### src/pkg/rbm_pkg.sv
// constants and carrier types for the reset-time boot mode selector
// assumes a single core clock and a synchronous active-low reset
package rbm_pkg;

  // ----------------------------------------
  // pin levels
  // ----------------------------------------
  localparam logic PFS_DOWNLOAD = 1'b0;
  localparam logic PFS_IDLE = 1'b1;
  localparam logic EA_EXTERNAL = 1'b0;
  localparam logic OE_DRIVE_N = 1'b0;
  localparam logic OE_RELEASE_N = 1'b1;

  // ----------------------------------------
  // widths and reset values
  // ----------------------------------------
  localparam int FLASH_ADDR_W = 13;
  localparam int BYTE_W = 8;
  localparam int SYNC_DEPTH = 3;
  localparam logic [FLASH_ADDR_W-1:0] FLASH_ADDR_RST = 13'h0000;
  localparam logic [FLASH_ADDR_W-1:0] FLASH_ADDR_ONE = 13'h0001;

  // ----------------------------------------
  // types
  // ----------------------------------------
  typedef enum logic [1:0] {
    BOOT_SAMPLE,
    BOOT_NORMAL,
    BOOT_DOWNLOAD
  } rbm_boot_e;

  typedef struct packed {
    logic download;
    logic runUser;
    logic extFetch;
    logic in_circuit_emulation;
  } rbm_mode_s;

  typedef struct packed {
    logic en;
    logic [FLASH_ADDR_W-1:0] addr;
    logic [BYTE_W-1:0] data;
  } rbm_flash_wr_s;

endpackage

### src/rbm_boot_select.sv
// reset-time boot mode selector: strap sampling, mode latch, loader and debug gating
// assumes strap pins arrive asynchronously and the uart byte stream is on clk
`timescale 1ns/100ps
module rbm_boot_select import rbm_pkg::*; #(
  parameter int ADDR_W = FLASH_ADDR_W
) (
  // clock and reset
  input wire logic clk,
  input wire logic rst_n,
  // fetch strobe pin, two-way
  input wire logic pfsIn,
  output logic pfsOut,
  output logic pfsOe_n,
  // external access pin
  input wire logic eaIn,
  // core side
  input wire logic coreFetch_n,
  input wire logic [ADDR_W-1:0] pcIn,
  output logic coreHalt,
  output logic coreStep,
  output rbm_mode_s mode,
  // uart byte stream and flash write port
  input wire logic rxValid,
  input wire logic [BYTE_W-1:0] rxData,
  output rbm_flash_wr_s flashWr,
  // debug commands
  input wire logic dbgRun,
  input wire logic dbgHalt,
  input wire logic dbgStep,
  input wire logic bkptEn,
  input wire logic [ADDR_W-1:0] bkptAddr
);

  if (ADDR_W < 1 || ADDR_W > FLASH_ADDR_W) begin : g_chk
    $error("ADDR_W out of range");
  end

  // ----------------------------------------
  // pin synchronisers
  // ----------------------------------------
  logic [SYNC_DEPTH-1:0] pfsSh_r, pfsSh_nxt, eaSh_r, eaSh_nxt;
  logic pfsStable_r, pfsStable_nxt, eaStable_r, eaStable_nxt;

  // a level counts only once the last two stages agree
  always_comb begin
    pfsSh_nxt = {pfsSh_r[SYNC_DEPTH-2:0], pfsIn};
    eaSh_nxt = {eaSh_r[SYNC_DEPTH-2:0], eaIn};
    pfsStable_nxt = pfsStable_r;
    eaStable_nxt = eaStable_r;
    if (pfsSh_r[SYNC_DEPTH-2] == pfsSh_r[SYNC_DEPTH-1]) begin
      pfsStable_nxt = pfsSh_r[SYNC_DEPTH-1];
    end
    if (eaSh_r[SYNC_DEPTH-2] == eaSh_r[SYNC_DEPTH-1]) begin
      eaStable_nxt = eaSh_r[SYNC_DEPTH-1];
    end
  end

  // free running so the strap is settled by the time reset releases
  always_ff @(posedge clk) begin
    pfsSh_r <= pfsSh_nxt;
    eaSh_r <= eaSh_nxt;
    pfsStable_r <= pfsStable_nxt;
    eaStable_r <= eaStable_nxt;
  end

  // ----------------------------------------
  // boot mode and outputs
  // ----------------------------------------
  rbm_boot_e state_r, state_nxt;
  rbm_mode_s mode_r, mode_nxt;
  rbm_flash_wr_s flashWr_r, flashWr_nxt;
  logic [FLASH_ADDR_W-1:0] wrAddr_r, wrAddr_nxt;
  logic halt_r, halt_nxt, step_r, step_nxt;
  logic pfsOut_r, pfsOut_nxt, pfsOe_n_r, pfsOe_n_nxt;
  logic [FLASH_ADDR_W-1:0] pcExt, bkExt;

  assign pcExt = FLASH_ADDR_W'(pcIn);
  assign bkExt = FLASH_ADDR_W'(bkptAddr);

  always_comb begin
    state_nxt = state_r;
    mode_nxt = mode_r;
    flashWr_nxt = '0;
    wrAddr_nxt = wrAddr_r;
    halt_nxt = halt_r;
    step_nxt = 1'b0;
    pfsOut_nxt = coreFetch_n;
    pfsOe_n_nxt = OE_DRIVE_N;
    case (state_r)
      BOOT_SAMPLE: begin
        // single input sample of the strobe pin
        pfsOut_nxt = PFS_IDLE;
        if (pfsStable_r == PFS_DOWNLOAD) begin
          state_nxt = BOOT_DOWNLOAD;
          mode_nxt.download = 1'b1;
        end else begin
          state_nxt = BOOT_NORMAL;
          mode_nxt.runUser = 1'b1;
          halt_nxt = 1'b0;
        end
        mode_nxt.extFetch = (eaStable_r == EA_EXTERNAL);
      end
      BOOT_NORMAL: begin
        halt_nxt = 1'b0;
      end
      BOOT_DOWNLOAD: begin
        if (rxValid) begin
          flashWr_nxt.en = 1'b1;
          flashWr_nxt.addr = wrAddr_r;
          flashWr_nxt.data = rxData;
          wrAddr_nxt = wrAddr_r + FLASH_ADDR_ONE;
        end
        // debug control of the core
        if (halt_r) begin
          if (dbgRun) begin
            halt_nxt = 1'b0;
          end else if (dbgStep) begin
            step_nxt = 1'b1;
          end
        end else if (dbgHalt || (bkptEn && pcExt == bkExt)) begin
          halt_nxt = 1'b1;
        end
      end
      default: begin
        state_nxt = BOOT_SAMPLE;
      end
    endcase
    // weak pull high at reset then driven low means an emulator is attached
    if (state_r != BOOT_SAMPLE && !mode_r.extFetch && eaStable_r == EA_EXTERNAL) begin
      mode_nxt.in_circuit_emulation = 1'b1;
    end
  end

  // mode stays fixed until the next reset, except in_circuit_emulation which can still set
  always_ff @(posedge clk) begin
    if (!rst_n) begin
      state_r <= BOOT_SAMPLE;
      mode_r <= '0;
      flashWr_r <= '0;
      wrAddr_r <= FLASH_ADDR_RST;
      halt_r <= 1'b1;
      step_r <= 1'b0;
      pfsOut_r <= PFS_IDLE;
      pfsOe_n_r <= OE_RELEASE_N;
    end else begin
      state_r <= state_nxt;
      mode_r <= mode_nxt;
      flashWr_r <= flashWr_nxt;
      wrAddr_r <= wrAddr_nxt;
      halt_r <= halt_nxt;
      step_r <= step_nxt;
      pfsOut_r <= pfsOut_nxt;
      pfsOe_n_r <= pfsOe_n_nxt;
    end
  end

  assign pfsOut = pfsOut_r;
  assign pfsOe_n = pfsOe_n_r;
  assign mode = mode_r;
  assign flashWr = flashWr_r;
  assign coreHalt = halt_r;
  assign coreStep = step_r;

  // ----------------------------------------
  // assertions
  // ----------------------------------------
  a_strap_download: assert property (@(posedge clk) disable iff (!rst_n)
    state_r == BOOT_SAMPLE && pfsStable_r == PFS_DOWNLOAD |=> mode_r.download && !mode_r.runUser)
    else $error("low strap did not select download");

  a_strap_normal: assert property (@(posedge clk) disable iff (!rst_n)
    state_r == BOOT_SAMPLE && pfsStable_r != PFS_DOWNLOAD |=> mode_r.runUser && !coreHalt)
    else $error("high strap did not start user program");

  a_pin_output: assert property (@(posedge clk) disable iff (!rst_n)
    state_r != BOOT_SAMPLE |-> pfsOe_n == OE_DRIVE_N
      && pfsOut == (($past(state_r) == BOOT_SAMPLE) ? PFS_IDLE : $past(coreFetch_n)))
    else $error("strobe pin not driven after sample");

  a_mode_held: assert property (@(posedge clk) disable iff (!rst_n)
    state_r != BOOT_SAMPLE |=> $stable(state_r) && $stable(mode_r.download))
    else $error("boot mode changed before reset");

  a_one_mode: assert property (@(posedge clk) disable iff (!rst_n)
    !(mode_r.download && mode_r.runUser))
    else $error("download and normal both set");

  a_flash_write: assert property (@(posedge clk) disable iff (!rst_n)
    state_r == BOOT_DOWNLOAD && rxValid |=> flashWr.en && flashWr.data == $past(rxData)
      && wrAddr_r == flashWr.addr + FLASH_ADDR_ONE)
    else $error("received byte not written to flash");

  a_no_write_normal: assert property (@(posedge clk) disable iff (!rst_n)
    state_r != BOOT_DOWNLOAD |=> !flashWr.en)
    else $error("flash written outside download mode");

  a_bkpt_halt: assert property (@(posedge clk) disable iff (!rst_n)
    state_r == BOOT_DOWNLOAD && !coreHalt && bkptEn && pcExt == bkExt |=> coreHalt)
    else $error("breakpoint did not halt core");

  a_step_pulse: assert property (@(posedge clk) disable iff (!rst_n)
    coreStep |-> $past(coreHalt) && $past(dbgStep) && !$past(dbgRun))
    else $error("step pulse malformed");

  a_ea_select: assert property (@(posedge clk) disable iff (!rst_n)
    state_r == BOOT_SAMPLE |=> mode_r.extFetch == ($past(eaStable_r) == EA_EXTERNAL))
    else $error("fetch source does not follow access pin");

  a_ice_latch: assert property (@(posedge clk) disable iff (!rst_n)
    mode_r.in_circuit_emulation |=> mode_r.in_circuit_emulation && !mode_r.extFetch)
    else $error("emulation flag dropped");

endmodule

### config.mk
export PLATFORM = sky130hd
export DESIGN_NAME = rbm_boot_select
export DESIGN_NICKNAME = d
export VERILOG_FILES = /design/src/pkg/rbm_pkg.sv /design/src/rbm_boot_select.sv
export SDC_FILE = /design/constraint.sdc
export NUM_CORES = 1
export LEC_CHECK = 0
export ABC_AREA = 0
export BUFFER_PORTS_ARGS = -buffer_cell sky130_fd_sc_hd__buf_4
export CAP_MARGIN = 20
export CORE_UTILIZATION = 40
export DETAILED_ROUTE_END_ITERATION = 8
export PLACE_DENSITY_LB_ADDON = 0.12
export SYNTH_ARGS = -nofsm -noshare
export SYNTH_HDL_FRONTEND = slang
export SYNTH_SLANG_ARGS = --single-unit
### constraint.sdc
create_clock -name clk -period 2.9 [get_ports clk]
set_clock_uncertainty 0.1 [all_clocks]
set_input_delay 0.29 -clock clk [delete_from_list [all_inputs] [get_ports clk]]
set_output_delay 0.29 -clock clk [all_outputs]
set_load 0.03 [all_outputs]
==> key figures <==
Timing
  – Final setup TNS: 0 ps
  – Period Utilization, post-route: 0.631
  – Final Hold Fails: 0
  – Final Max Tran Viols: 0
  – Final min period: approximately 1800 ps
  – Hold slack: ~73 ps
  – Worst Max-Slew Pin Slew: ~510 ps
  – Max Clk Rate: 547 MHz
  – Setup repair after global routing missed its margin: no
  – Number of setup violations in the final report: 0
  – Worst slew margin relative to its limit: 0.658

Synth
  – Top flip-flop cell by instance count after synthesis: sky130_fd_sc_hd__dfxtp_1
  – Async SR Flop Fraction: 0
  – Part of the Yosys area used for sequential elements: 0.576
  – Area of the mapped netlist: ~1900 um^2
  – Number of nets produced by synthesis: 226
  – Unique cell type count in the Yosys netlist: 30
  – Number of warnings reported in the yosys synthesis log: 0
  – Flip-flop and latch count after synthesis: 53
  – Mapped Cells: between 150 and 200
  – Mean cell area of the mapped netlist: approximately 11 um^2
  – Post-synth EDFFs: 2

Drt
  – Total length of routed wires: between 3 and 4 mm
  – Drc violations: 8
  – Routed WL per cell: 11.0 um
  – Routed via count: around 1,400
  – Antenna viol nets, final: 0
  – Iteration-0 DRC count of the detailed router: 53
  – Initial DRT Pass Iterations: 6
  – Post-detailed-route via-to-cell ratio: 4.66

Floorplan
  – Initial cell density of the core: 0.423
  – Die Height: ~70 um
  – Area of the core: roughly 4400 um^2
  – Site row count: 24
  – Top-level port count: 74
  – Die area: just under 5000 um^2
  – Horizontal die dimension: between 70 and 80 um

Setup path
  – Crit path required time: between 2000 and 3000 ps
  – Worst-path cell with the longest stage delay: sky130_fd_sc_hd__dfxtp_1
  – CP arrival: about 1900 ps
  – Type of the worst setup path: reg2reg
  – CP Max Fanout: 7
  – Crit path largest cell delay: around 360 ps
  – Worst setup SP type: flip-flop
  – CP Capture Type: flip-flop
  – Worst path cell trace: inv_1, ha_1, nor2b_1, or3_1, a221oi_1, o21ai_1

Clock network
  – H-tree depth: 2
  – Post-cts resize count: 0
  – CTS Buf Count: 5
  – Number of clock sinks: 53
  – Clock latency on the worst-skew pair: between 200 and 300 ps
  – CTS tree: yes
  – Reg clk slew, reported paths: roughly 90 ps
  – Max Buffers Root-to-Sink: 2
  – Buffer type at the clock tree root: sky130_fd_sc_hd__clkbuf_8

Global routing
  – First-pass GRT wire length: ~5.5 mm
  – Vias in the first global route: approximately 1,300
  – Overflow after GRT: 0
  – Initial antenna violation count: 0
  – Largest net degree at the start of global routing: 23
  – Aggregate global-route resource usage: 0.141

Layout
  – Number of diodes added for antenna fixing: 0
  – Leading cell type in the layout, fill and taps excluded: sky130_fd_sc_hd__buf_4
  – Final non-filler cell total: approximately 310
  – Net count, final: about 310
  – Commonest cells after routing, fill and taps aside: sky130_fd_sc_hd__buf_4, sky130_fd_sc_hd__dfxtp_1, sky130_fd_sc_hd__and2_1, sky130_fd_sc_hd__nor2_1, sky130_fd_sc_hd__xor2_1
  – Core Util, Final: 0.585
  – Fraction of layout cells with a size suffix above 1: 0.324
  – Area Overhead vs Synth: 38.4%
  – Area of all placed cells without fillers: 2600 um^2

Job
  – Number of max-cap violations: 0

Power
  – Lkg Pwr: 0.00116 uW
  – Worst-case vdd ir drop: roughly 0.38 mV
  – Power Dens Cells: ~550 nW/um^2

Status
  – Run status: finished, violations left
  – Failing checks: DRC

Min path
  – HP Class: in2reg

Placement
  – Placer congestion estimate: 0.736
  – Input/output buffers: 73
  – HPWL reported at the end of detailed placement: approximately 2.6 mm
  – Area post-placement: 2480 um^2
  – Instance count after placement with tap cells included: 300
what timing repair did:
action                                 4_1_cts  5_1_grt
setup buffers                                0        0
setup endpoints to repair                    0        0
endpoints found under the hold margin        2        0
hold buffers                                 2        0
critical path: cells and delay by family (launching register included):
family	cells	cell delay (ps)
adders and majority gates	1	270
and+or+nand+nor	2	540
DFF	1	360
buffers and inverters	1	70
AOI/OAI and AO/OA	2	370
cell usage after synthesis, types with 2 or more instances:
library cell,instances,area (um^2)
sky130_fd_sc_hd__a21oi_1,5,25.0
sky130_fd_sc_hd__and2_1,21,131
sky130_fd_sc_hd__and3_1,2,12.5
sky130_fd_sc_hd__clkbuf_1,4,15.0
sky130_fd_sc_hd__dfxtp_1,51,1020
sky130_fd_sc_hd__edfxtp_1,2,60.1
sky130_fd_sc_hd__ha_1,4,50.1
sky130_fd_sc_hd__inv_1,3,11.3
sky130_fd_sc_hd__nand2_1,6,22.5
sky130_fd_sc_hd__nand3_1,5,25.0
sky130_fd_sc_hd__nand4_1,7,43.8
sky130_fd_sc_hd__nor2_1,20,75.1
sky130_fd_sc_hd__nor3_1,2,10.0
sky130_fd_sc_hd__nor4_1,5,31.3
sky130_fd_sc_hd__or3_1,3,18.8
sky130_fd_sc_hd__xnor2_1,6,52.6
sky130_fd_sc_hd__xor2_1,19,166
layout make-up:
class                      count  area [um^2]
timing repair buffer          77          587
sequential                    53         1080
tap                           52         65.1
multi-input combinational    118          771
inverter                       3         11.3
fill                         402         1850
clock inverter                 1         7.51
clock buffer                   7         76.3
metrics by stage:
step                      total power (uW)  setup WS (ps)
after global placement                1050            891
after global routing                  1500            913
after floorplan                        947           1190
after CTS                             1440            776
after detailed placement              1050            806
final                                 1420           1070
power by group:
part	switching [uW]	internal, uW
Sequential	22.6	769
Clock	215	171
Combinational	124	118
Total	362	1060
routing by layer:
metal  wire length [um]  global-route usage  up-vias
li1                   -                   -      756
met1               1470               0.161      662
met2               1810               0.251       27
met3                120              0.0404        4
met4                 36              0.0476        0
met5                  0                   0        -
path summary, 6_finish.rpt:
kind | from | end | slack [ps] | cells after the start
max reg2reg | state_r[0]$_SDFFE_PN0N_ | coreHalt$_SDFFE_PN1P_ | 1070 | 6
min reg2reg | pfsSh_r[0]$_DFF_P_ | pfsSh_r[1]$_DFF_P_ | 230 | 0
min | coreFetch_n | pfsOut$_SDFF_PP1_ | 70 | 2
max | state_r[0]$_SDFFE_PN0N_ | coreHalt$_SDFFE_PN1P_ | 1070 | 6
flip-flops by register name, indices dropped and copies added (netlist names), 2 cells and up:
name / flops
eaSh_r: 3
mode: 4
flashWr: 22
wrAddr_r: 13
state_r: 2
pfsSh_r: 3
kinds of logic after synthesis:
kind of cell               count (synthesis)  share of synthesized area
buffers and inverters                      7                     0.0140
DFF                                       53                      0.576
adders and majority gates                  4                     0.0266
and+or+nand+nor                           78                      0.231
AOI/OAI and AO/OA                         10                     0.0313
muxes                                      1                    0.00533
xor gates and xnor gates                  25                      0.117
Power figures use the tool's default switching activity.
